--- src/logic/lil_pkg.sv ---
// Package of constants and carrier types for the latching indicator logic
package lil_pkg;
  localparam int NUM_LAMPS     = 8;
  localparam int NUM_SLOTS     = 5;
  localparam int NUM_SIGS      = 32;
  localparam int SEL_W         = 6;
  localparam logic [5:0] SEL_NONE = 6'h3f;
  // Flash: 250 ms half period at 200 MHz
  localparam int CLK_MHZ       = 200;
  localparam int FLASH_HALF_MS = 250;
  localparam int FLASH_CYCLES  = FLASH_HALF_MS * 1000 * CLK_MHZ;
  localparam int ADDR_W        = 8;
  // Register offsets: per-lamp config at LAMP_BASE + 4*n, globals above the lamp block from 8'h40
  localparam logic [7:0] LAMP_BASE    = 8'h00;
  localparam logic [7:0] GLOBAL_OFS   = 8'h40;
  localparam logic [7:0] STATUS_OFS   = 8'h44;
  localparam logic [7:0] CMD_OFS      = 8'h48;
  // Global control fields
  localparam int GLB_REMOTE_OK  = 0;
  localparam int GLB_BOOT_DONE  = 1;
  localparam logic [31:0] GLOBAL_RST = 32'h0000_0000;
  // Command fields (write-one pulses)
  localparam int CMD_REMOTE_ACK = 0;

  typedef enum logic [2:0] {
    LIL_APP_NONE  = 3'h0,
    LIL_APP_GREEN = 3'h1,
    LIL_APP_RED   = 3'h2,
    LIL_APP_RFL   = 3'h3,
    LIL_APP_GFL   = 3'h4
  } lil_app_t;

  typedef enum logic [1:0] {
    LIL_LATCH_OFF   = 2'h0,
    LIL_LATCH_ON    = 2'h1,
    LIL_LATCH_ALARM = 2'h2
  } lil_latch_t;

  // Per-lamp configuration word layout (packed, 49 bits)
  typedef struct packed {
    logic [4:0]            inv;
    logic [NUM_SLOTS-1:0][SEL_W-1:0] sel;
    lil_latch_t            latch;
    logic [SEL_W-1:0]      ack_sel;
    lil_app_t              on_appearance;
    lil_app_t              off_appearance;
  } lil_cfg_t;

  localparam int CFG_W = $bits(lil_cfg_t);

  typedef struct packed {
    logic red;
    logic green;
  } lil_led_t;
endpackage

--- src/logic/lil_top.sv ---
// Latching indicator lamps with health lamp and life contact
`timescale 1ns/1ps
module lil_top (
  input  wire logic                                   clock,
  input  wire logic                                   nrst,
  input  wire logic [lil_pkg::ADDR_W-1:0]             reg_addr,
  input  wire logic [lil_pkg::CFG_W-1:0]              reg_wdata,
  input  wire logic                                   reg_wr,
  input  wire logic                                   reg_rd,
  output logic      [lil_pkg::CFG_W-1:0]              reg_rdata,
  input  wire logic [lil_pkg::NUM_SIGS-1:0]           trig_sig,
  input  wire logic                                   clear_key,
  input  wire logic                                   group_lamp_ack_source,
  input  wire logic                                   prot_alarm,
  input  wire logic                                   prot_active,
  input  wire logic                                   int_fault,
  input  wire logic [lil_pkg::NUM_LAMPS-1:0]          retained_latch,
  input  wire logic                                   restore,
  output logic      [lil_pkg::NUM_LAMPS-1:0]          latch_store,
  output lil_pkg::lil_led_t [lil_pkg::NUM_LAMPS-1:0]  lamp,
  output lil_pkg::lil_led_t                           health_lamp,
  output logic                                        life_contact
);
  localparam int N = lil_pkg::NUM_LAMPS;

  lil_pkg::lil_cfg_t [N-1:0] cfg_reg;
  logic [31:0]               global_reg;
  logic                      remote_ack_reg;
  logic [N-1:0]              latch_reg;
  logic [N-1:0]              comb_act;
  logic [N-1:0]              idle;
  logic [N-1:0]              unassigned;
  logic [N-1:0]              shown;
  logic [N-1:0]              clr;
  logic [N-1:0]              latch_en;
  logic [31:0]               flash_cnt_reg;
  logic                      flash_reg;
  logic                      group_ok;

  // Config register writes
  always_ff @(posedge clock or negedge nrst) begin
    if (!nrst) begin
      cfg_reg    <= '0;
      global_reg <= lil_pkg::GLOBAL_RST;
    end else if (reg_wr) begin
      for (int i = 0; i < N; i++) begin
        if (reg_addr == lil_pkg::LAMP_BASE + 8'(4 * i)) begin
          cfg_reg[i] <= reg_wdata;
        end
      end
      if (reg_addr == lil_pkg::GLOBAL_OFS) begin
        global_reg <= reg_wdata[31:0];
      end
    end
  end

  // Remote acknowledge command pulse
  always_ff @(posedge clock or negedge nrst) begin
    if (!nrst) begin
      remote_ack_reg <= 1'b0;
    end else begin
      remote_ack_reg <= reg_wr && reg_addr == lil_pkg::CMD_OFS
                        && reg_wdata[lil_pkg::CMD_REMOTE_ACK];
    end
  end

  // Read data, one cycle after the strobe
  always_ff @(posedge clock or negedge nrst) begin
    if (!nrst) begin
      reg_rdata <= '0;
    end else if (reg_rd) begin
      reg_rdata <= '0;
      for (int i = 0; i < N; i++) begin
        if (reg_addr == lil_pkg::LAMP_BASE + 8'(4 * i)) begin
          reg_rdata <= cfg_reg[i];
        end
      end
      if (reg_addr == lil_pkg::GLOBAL_OFS) begin
        reg_rdata <= {17'h0, global_reg};
      end
      if (reg_addr == lil_pkg::STATUS_OFS) begin
        reg_rdata <= {33'h0, comb_act, latch_reg};
      end
    end else begin
      reg_rdata <= '0;
    end
  end

  // Group acknowledge gated by remote permission
  assign group_ok = global_reg[lil_pkg::GLB_REMOTE_OK]
                    && (group_lamp_ack_source || remote_ack_reg);

  // Per-lamp trigger combination and clear conditions
  genvar g;
  generate
    for (g = 0; g < N; g++) begin : g_lamp
      logic [lil_pkg::NUM_SLOTS-1:0] eff;
      logic                          own_ack;
      logic                          latching;
      for (genvar s = 0; s < lil_pkg::NUM_SLOTS; s++) begin : g_slot
        logic [lil_pkg::SEL_W-1:0] sl;
        assign sl = cfg_reg[g].sel[s];
        assign eff[s] = (sl == lil_pkg::SEL_NONE || sl >= lil_pkg::SEL_W'(lil_pkg::NUM_SIGS))
                        ? 1'b0
                        : trig_sig[sl[4:0]] ^ cfg_reg[g].inv[s];
      end
      assign comb_act[g]   = |eff;
      assign idle[g]       = !comb_act[g];
      assign unassigned[g] = &{cfg_reg[g].sel[0] == lil_pkg::SEL_NONE,
                               cfg_reg[g].sel[1] == lil_pkg::SEL_NONE,
                               cfg_reg[g].sel[2] == lil_pkg::SEL_NONE,
                               cfg_reg[g].sel[3] == lil_pkg::SEL_NONE,
                               cfg_reg[g].sel[4] == lil_pkg::SEL_NONE};
      assign latching = cfg_reg[g].latch != lil_pkg::LIL_LATCH_OFF;
      assign latch_en[g] = latching;
      assign own_ack  = latching && cfg_reg[g].ack_sel != lil_pkg::SEL_NONE
                        && cfg_reg[g].ack_sel < lil_pkg::SEL_W'(lil_pkg::NUM_SIGS)
                        && trig_sig[cfg_reg[g].ack_sel[4:0]];
      // Acks only count in the cycle triggers are idle, never stored
      assign clr[g] = idle[g] && (clear_key || group_ok || own_ack
                      || !latching || unassigned[g]
                      || (cfg_reg[g].latch == lil_pkg::LIL_LATCH_ALARM && prot_alarm));
      assign shown[g] = latching ? latch_reg[g] : comb_act[g];
    end
  endgenerate

  // Latch storage; restored from retained copy after restart
  always_ff @(posedge clock or negedge nrst) begin
    if (!nrst) begin
      latch_reg <= '0;
    end else if (restore) begin
      latch_reg <= retained_latch;
    end else begin
      latch_reg <= (latch_reg | (comb_act & latch_en)) & ~clr;
    end
  end

  // Copy of latch states for the retained store
  always_ff @(posedge clock or negedge nrst) begin
    if (!nrst) begin
      latch_store <= '0;
    end else begin
      latch_store <= latch_reg;
    end
  end

  // Flash divider
  always_ff @(posedge clock or negedge nrst) begin
    if (!nrst) begin
      flash_cnt_reg <= '0;
      flash_reg     <= 1'b0;
    end else if (flash_cnt_reg == 32'(lil_pkg::FLASH_CYCLES - 1)) begin
      flash_cnt_reg <= '0;
      flash_reg     <= !flash_reg;
    end else begin
      flash_cnt_reg <= flash_cnt_reg + 32'h1;
    end
  end

  function automatic lil_pkg::lil_led_t app_drive(lil_pkg::lil_app_t a, logic fl);
    lil_pkg::lil_led_t d;
    d = '0;
    case (a)
      lil_pkg::LIL_APP_GREEN: d.green = 1'b1;
      lil_pkg::LIL_APP_RED:   d.red   = 1'b1;
      lil_pkg::LIL_APP_RFL:   d.red   = fl;
      lil_pkg::LIL_APP_GFL:   d.green = fl;
      default:                d = '0;
    endcase
    return d;
  endfunction

  // Lamp appearance drive
  always_ff @(posedge clock or negedge nrst) begin
    if (!nrst) begin
      lamp <= '0;
    end else begin
      for (int i = 0; i < N; i++) begin
        lamp[i] <= shown[i] ? app_drive(cfg_reg[i].on_appearance, flash_reg)
                            : app_drive(cfg_reg[i].off_appearance, flash_reg);
      end
    end
  end

  // Health lamp and life contact
  always_ff @(posedge clock or negedge nrst) begin
    if (!nrst) begin
      health_lamp  <= '0;
      life_contact <= 1'b0;
    end else begin
      health_lamp.red <= 1'b0;
      if (global_reg[lil_pkg::GLB_BOOT_DONE] && prot_active) begin
        health_lamp.green <= 1'b1;
      end else begin
        health_lamp.green <= flash_reg;
      end
      life_contact <= global_reg[lil_pkg::GLB_BOOT_DONE] && prot_active
                      && !int_fault;
    end
  end

  // Per-lamp checks, one set for every lamp
  for (genvar k = 0; k < N; k++) begin : g_chk

  end
endmodule // lil_top

--- config.mk ---
export PLATFORM = sky130hd
export DESIGN_NAME = lil_top
export DESIGN_NICKNAME = d
export VERILOG_FILES = /design/src/logic/lil_pkg.sv /design/src/logic/lil_top.sv
export SDC_FILE = /design/constraint.sdc
export NUM_CORES = 1
export LEC_CHECK = 0
export BUFFER_PORTS_ARGS = -buffer_cell sky130_fd_sc_hd__clkbuf_2
export CORE_MARGIN = 2
export CORE_UTILIZATION = 26
export CTS_BUF_LIST = sky130_fd_sc_hd__clkbuf_4
export DETAILED_ROUTE_END_ITERATION = 16
export PLACE_DENSITY = 0.37
export SYNTH_ARGS = -nofsm -noshare
export SYNTH_HDL_FRONTEND = slang
export SYNTH_SLANG_ARGS = --single-unit
--- constraint.sdc ---
create_clock -name clock -period 4.7 [get_ports clock]
set_input_delay 0.47 -clock clock [delete_from_list [all_inputs] [get_ports clock]]
set_output_delay 0.47 -clock clock [all_outputs]
set_load 0.01 [all_outputs]
# ---- After elaboration in Yosys (flattened, before gate mapping)
# Cells that the tools add are included.
dict set report totals {
  in_bits 107
  ff_bits 541
  output_inout_bits 76
  word_cells 746
}
dict set report classes {
  mux 198
  magnitude_cmp 96
  add_sub_neg 1
  eq_ne 131
  n_bitwise 44
  n_reduce_logical 171
}
# cell count
set ops {}
lappend ops {{two-way mux 49 bit} 11}
lappend ops {{less-than comparator 5 x 6 -> 1 bit (second input constant)} 48}
lappend ops {{binary-select mux 1 bit (select 5 bit)} 48}
lappend ops {{equality test 6 bit (second input constant)} 40}
lappend ops {{>= comparator 6 bit (second input constant)} 40}
lappend ops {{two-way mux 1 bit} 97}
lappend ops {{equality test 3 x 2 -> 1 bit (second input constant)} 32}
lappend ops {{logical OR 1 bit} 74}
lappend ops {{case mux 1 bit (2 select lines)} 32}
lappend ops {{equality test 3 x 1 -> 1 bit (second input constant)} 16}
lappend ops {{equality test 3 bit (second input constant)} 16}
lappend ops {{less-than comparator 6 bit (second input constant)} 8}
lappend ops {{inequality test 6 bit (second input constant)} 8}
lappend ops {{logical AND 1 bit} 45}
lappend ops {{AND reduction 5 bit} 8}
lappend ops {{OR reduction 5 bit} 8}
lappend ops {{XOR 1 bit} 40}
lappend ops {{adder 32 x 1 -> 32 bit (second input constant)} 1}
lappend ops {{equality test 32 x 26 -> 1 bit (second input constant)} 1}
lappend ops {{equality test 8 x 5 -> 1 bit (second input constant)} 4}
lappend ops {{two-way mux 32 bit} 1}
lappend ops {{equality test 8 x 7 -> 1 bit (second input constant)} 3}
lappend ops {{zero test 1 bit} 18}
lappend ops {{AND reduction 2 bit} 9}
lappend ops {{other kinds (10)} 33}

# ---- Logic depth before layout (Yosys ltp)
dict set report depth {
  depth_word 12
  depth_mapped 11
  ltp_nobuf 8
}

# ---- Worst setup path before layout
# Ideal clock, no wire load.
dict set report synth_timing {
  kind {reg-to-reg}
  start {register cfg_reg, in the netlist g_lamp[5].g_slot[4].sl[0]}
  end {register lamp[10] in the netlist's numbering}
  required_time_ps 4575
  setup_ps 125
  arrival_ps 2835
  synth_period_minus_slack_ps 2960
  path_buffers 1
  stages_incl_launch_ff 9
  slack_ps 1740
  cell_sequence {dfrtp_1 -> buf_1 -> mux4_2 -> mux4_2 -> mux2i_1 -> mux2i_1 -> nand4_1 -> mux2i_1 -> mux2_2}
}
dict set report synth_between {
  elab_chain_len 7
  elab_cells_between_ends 10
  classes_between {order compare (1); eq/ne (1); mux (5); bitwise (1); reduce/logical (2)}
}
# element line
set synth_lines {}
lappend synth_lines {{start, declared} lil_top.sv:26} ;# lil_pkg::lil_cfg_t [N-1:0] cfg_reg;
lappend synth_lines {{start signal, assigned by index} lil_top.sv:48} ;# cfg_reg[i] <= reg_wdata;
lappend synth_lines {{binary-select mux 1 bit (select 5 bit)} lil_top.sv:105} ;# : trig_sig[sl[4:0]] ^ cfg_reg[g].inv[s];
lappend synth_lines {{two-way mux 1 bit (implied by the code)} lil_top.sv:105}
lappend synth_lines {{XOR 1 bit} lil_top.sv:105}
lappend synth_lines {{two-way mux 1 bit *} lil_top.sv:104} ;# ? 1'b0
lappend synth_lines {{OR reduction 5 bit *} lil_top.sv:107} ;# assign comb_act[g] = |eff;
lappend synth_lines {{two-way mux 1 bit *} lil_top.sv:123} ;# assign shown[g] = latching ? latch_reg[g] : comb_act[g];
lappend synth_lines {{two-way mux 2 bit *} lil_top.sv:179} ;# lamp[i] <= shown[i] ? app_drive(cfg_reg[i].on_appearance, flash_reg)
lappend synth_lines {{end signal, assigned by index} lil_top.sv:179}
lappend synth_lines {{end, declared} lil_top.sv:20} ;# output lil_pkg::lil_led_t [lil_pkg::NUM_LAMPS-1:0] lamp,
# Every way passes the cells marked *; elsewhere a longest branch is shown, timed or not. The select of a mux whose other input is x is not followed.
# A chain may end at the register's enable or synchronous reset.

# ---- Worst setup path after layout
dict set report layout_timing {
  start {register cfg_reg, in the netlist g_lamp[4].g_slot[3].sl[0]}
  end {register latch_reg[4]}
}
dict set report layout_between {
  elab_chain_len 10
  elab_cells_between_ends 18
  classes_between {order compare (1); eq/ne (1); mux (4); bitwise (5); reduce/logical (7)}
}
# element line
set layout_lines {}
lappend layout_lines {{parallel branches: the longest is 8 deep, another holds bitwise AND 8 bit} n/a}
lappend layout_lines {{bitwise AND 8 bit *} lil_top.sv:134} ;# latch_reg <= (latch_reg | (comb_act & latch_en)) & ~clr;
lappend layout_lines {{two-way mux 8 bit *} lil_top.sv:131} ;# end else if (restore) begin
lappend layout_lines {{end signal, assigned} lil_top.sv:132} ;# latch_reg <= retained_latch;
lappend layout_lines {{end signal, assigned} lil_top.sv:134}
lappend layout_lines {{end, declared} lil_top.sv:29} ;# logic [N-1:0] latch_reg;
# Mark *: on every way between the ends. The select of a mux whose other input is x is not followed.

==> results.rst <==
.. list-table::
   :header-rows: 1

   * - Metric
     - Value
   * - Largest stage delay on the critical path
     - 0.97 ns
   * - Critical Path Start Type
     - flip-flop
   * - Number of synthesis warnings
     - 0
   * - H-tree depth
     - 4
   * - Max VDD drop
     - 0.251 mV
   * - Master cell of the clock root buffer
     - clkbuf_4
   * - WL per Instance
     - 36.4 um
   * - Required time of the critical path
     - 5.73 ns
   * - Antenna-violating nets left
     - 0
   * - Final worst-path cycle share
     - 96.1%
   * - Fraction of the yosys area taken by sequential cells
     - 36.0%
   * - Final Slew Violations
     - 0
   * - Buf/Inv on CP
     - 2
   * - Ports
     - 183
   * - Final setup vio count
     - 0
   * - Setup TNS
     - 0 ns
   * - Horizontal die dimension
     - 384 um
   * - Mapped Nets
     - 3,115
   * - HPWL reported at the end of detailed placement
     - 137 mm
   * - Number of distinct standard cells referenced by the synthesized netlist
     - 69
   * - Count of final hold-check violations
     - 0
   * - Fraction of registers with async set or reset after synthesis
     - 100%
   * - Count of flip-flops with a built-in enable after synthesis
     - 0
   * - Overflow left after global routing
     - 0
   * - Global placement routability congestion
     - 0.956
   * - Post-detailed-routing wire length
     - 191 mm
   * - Syn Std Cell Area
     - 37,600 um2
   * - Average size of a mapped cell
     - 12.5 um2
   * - Total of max-cap violations
     - 0
   * - Post-cts hold buffer count
     - 78
   * - Clock tree sinks
     - 541
   * - Yosys reg bits
     - 541
   * - Number of gates given a new drive strength after cts
     - 0
   * - Pwr/cell area
     - 280 nW/um2
   * - Initial antenna violation count
     - 16
   * - Syn Inst Count
     - 3,007
   * - Final clock skew
     - 0.141 ns
   * - Kind of cell adding the most delay to the critical path
     - simple AND/OR/NAND/NOR gates
   * - Total Die Area
     - 148,000 um2
   * - Detailed Routing Iterations Pass 1
     - 6
   * - Initial core utilization
     - 26.2%
   * - Fraction of final layout cells with drive strength greater than 1
     - 45.1%
   * - Latest clock arrival within the worst-skew pair
     - 1.17 ns
   * - Fin util
     - 30.5%
   * - Kind of critical path
     - reg -> reg
   * - Core area
     - 143,000 um2
   * - TritonCTS clock tree
     - done
   * - CTS Buf Count
     - 159
   * - GR Util All Layers
     - 25.6%
   * - Number of global-route vias before repair
     - 31,800
   * - Critical Path Sink Type
     - flip-flop
   * - Max reg flops
     - 240
   * - Vertical die dimension
     - 384 um
   * - Clk buf depth
     - 3
   * - Data arrival time of the critical path
     - 5.55 ns
   * - Transition time at the pin with the least slew margin
     - 1.24 ns
   * - RSZ-0062 raised after global routing
     - no
   * - Number of DRC violations after detailed-routing iteration 0
     - 3,774
   * - Cell with the most instances on the worst path
     - nor2_1
   * - Count of buffers added by post-CTS timing repair for setup
     - 0
   * - Area overhead of the layout relative to synthesis
     - 16.5%
   * - Routed vias
     - 31,600
   * - Clock transition at the register clock pins on the worst setup and hold paths after CTS
     - 0.06 ns
   * - Maximum number of pins on one net before global-route repair
     - 107
   * - First-pass GRT wire length
     - 265 mm
   * - # port buffers
     - 181
   * - Post-route DRC violation count
     - 0
   * - Number of vias per cell
     - 6.03
   * - Outcome
     - finished, final reports clean
   * - Final Net Count
     - 3,316
   * - Worst max-slew margin expressed relative to the limit
     - 16.5%
   * - Leak pwr
     - 17.6 nW
   * - Chain of cells forming the critical path
     - mux4_2 > nor2_1 > nor4b_1 > nor4_1 > buf_4 > mux2i_1 > nand4_1 > nor2_1 > o311ai_0 > dlygate4sd3_1
   * - Maximum fanout encountered on the critical timing path
     - 17
   * - Max Clk Rate
     - 0.221 GHz
   * - Synth Flop Type
     - dfrtp_1
   * - Number of placement rows
     - 139
   * - Final min period
     - 4.52 ns
   * - Slowest library cell on the worst path
     - nor4_1
   * - HP Class
     - in -> reg
-- report_power, final --
| group | switching [mW] | internal (mW) | total, mW |
|---|---|---|---|
| logic | 1.12 | 1.10 | 2.22 |
| clock network | 2.30 | 2.34 | 4.64 |
| registers | 0.564 | 4.85 | 5.41 |
-- cells by family (layout without fill, tap and decap cells) --
| kind of cell | count (synthesis) | count (layout) | synth area share, % |
|---|---|---|---|
| AOI/OAI and AO/OA | 464 | 464 | 8.87 |
| xor gates and xnor gates | 55 | 55 | 1.32 |
| adders and majority gates | 1 | 1 | 0.0333 |
| buffers and inverters | 421 | 745 | 4.46 |
| DFF | 541 | 541 | 36.0 |
| muxes | 1016 | 1016 | 42.0 |
| other | 1 | 10 | 0.00998 |
| and+or+nand+nor | 508 | 508 | 7.24 |
-- Yosys cell counts, types with 9 or more instances --
| master | n | area (um2) |
|---|---|---|
| inv_1 | 21 | 78.8 |
| a211oi_1 | 30 | 225 |
| o211ai_1 | 22 | 165 |
| nor2b_1 | 47 | 294 |
| nand2b_1 | 30 | 188 |
| a222oi_1 | 43 | 430 |
| buf_1 | 36 | 135 |
| mux2_2 | 463 | 5210 |
| o22ai_1 | 11 | 68.8 |
| dfrtp_1 | 541 | 13500 |
| mux2_1 | 12 | 135 |
| xnor2_1 | 34 | 298 |
| o221ai_1 | 9 | 78.8 |
| mux2i_1 | 140 | 1400 |
| mux4_2 | 393 | 8850 |
| a22oi_1 | 66 | 495 |
| xor2_1 | 19 | 166 |
| a31oi_1 | 38 | 238 |
| nor4_1 | 28 | 175 |
| o21ai_0 | 44 | 220 |
| nor2_1 | 123 | 462 |
| a21oi_1 | 98 | 490 |
| a221o_1 | 9 | 90.1 |
| nand3b_1 | 37 | 278 |
| nand4_1 | 60 | 375 |
| nor3_1 | 21 | 105 |
| a22o_1 | 35 | 307 |
| nand3_1 | 28 | 140 |
| nand2_1 | 84 | 315 |
| nor3b_1 | 15 | 113 |
| a221oi_1 | 17 | 149 |
| clkbuf_1 | 310 | 1160 |
| buf_2 | 46 | 230 |
-- worst register-to-register path: cells and delay by family (launching register included) --
kind                   cells  cell delay, ns
AO/OA/AOI/OAI              1            0.17
buffers and inverters      2            0.85
flip-flops                 1            0.91
multiplexers               2            0.82
AND/OR/NAND/NOR            5            1.73
-- per-stage QoR --
| stage | worst slack, ns | hold slack, ns | cell area [um2] | power [mW] | instances |
|---|---|---|---|---|---|
| 6_report | 0.182 | 0.145 | 43800 | 12.3 | 5243 |
| 5_1_grt | 0.0178 | 0.0729 | 43800 | 12.8 | 5239 |
| 4_1_cts | 0.368 | 0.000745 | 43800 | 12.4 | 5234 |
| 3_5_place_dp | 0.458 | 0.469 | 41000 | 7.62 | 4872 |
| 3_3_place_gp | 0.457 | 0.464 | 41000 | 7.60 | 4872 |
| 2_1_floorplan | 1.74 | 0.174 | 37600 | 6.52 | 3007 |
-- metal layers --
| metal | global-route usage, % | vias to the layer above | share of wire, % |
|---|---|---|---|
| li1 | - | 12400 | - |
| met1 | 34.7 | 17000 | 42 |
| met2 | 38.8 | 1823 | 44 |
| met3 | 6.24 | 391 | 8.6 |
| met4 | 11.1 | 6 | 4.6 |
| met5 | 0 | - | 0.021 |
-- cells in the final DEF (no fill, tap or decap), drive strengths merged, types with 37 or more instances in the layout --
cell           n
clkinv        45
a222oi        43
a31oi         38
dlygate4sd3   78
mux4         400
a21oi         98
nor2b         47
dfrtp        541
a22oi         66
nand4         60
nand2         84
buf          181
nor2         123
o21ai         48
mux2i        140
mux2         476
clkbuf       412
nand3b        37
-- cell type report --
type	instances	area, um2
diodes	9	22.5
multi-input cells	2045	22500
inverters	22	82.6
fillers	14600	99700
repair buffers	439	3250
well taps	1903	2380
flip-flops and latches	541	13500
clock buffers	232	1740
clock inverters	52	282
-- final timing paths --
path                                                       start                                    end  slack [ns]  cells past startpoint
hold / removal                                       prot_active               health_lamp[0]$_DFF_PN0_        0.15                      4
setup / recovery           g_lamp[4].g_slot[3].sl[0]$_DFFE_PN0P_                 latch_reg[4]$_DFF_PN0_        0.18                     10
min in group asynchronous                                   nrst  g_lamp[6].g_slot[1].sl[0]$_DFFE_PN0P_        0.60                      3
hold reg to reg                      flash_cnt_reg[31]$_DFF_PN0_            flash_cnt_reg[31]$_DFF_PN0_        0.48                      1
setup reg to reg           g_lamp[4].g_slot[3].sl[0]$_DFFE_PN0P_                 latch_reg[4]$_DFF_PN0_        0.18                     10
max in group asynchronous                                   nrst  g_lamp[3].g_slot[1].sl[4]$_DFFE_PN0P_        2.70                      4
Power figures use the tool's default switching activity.
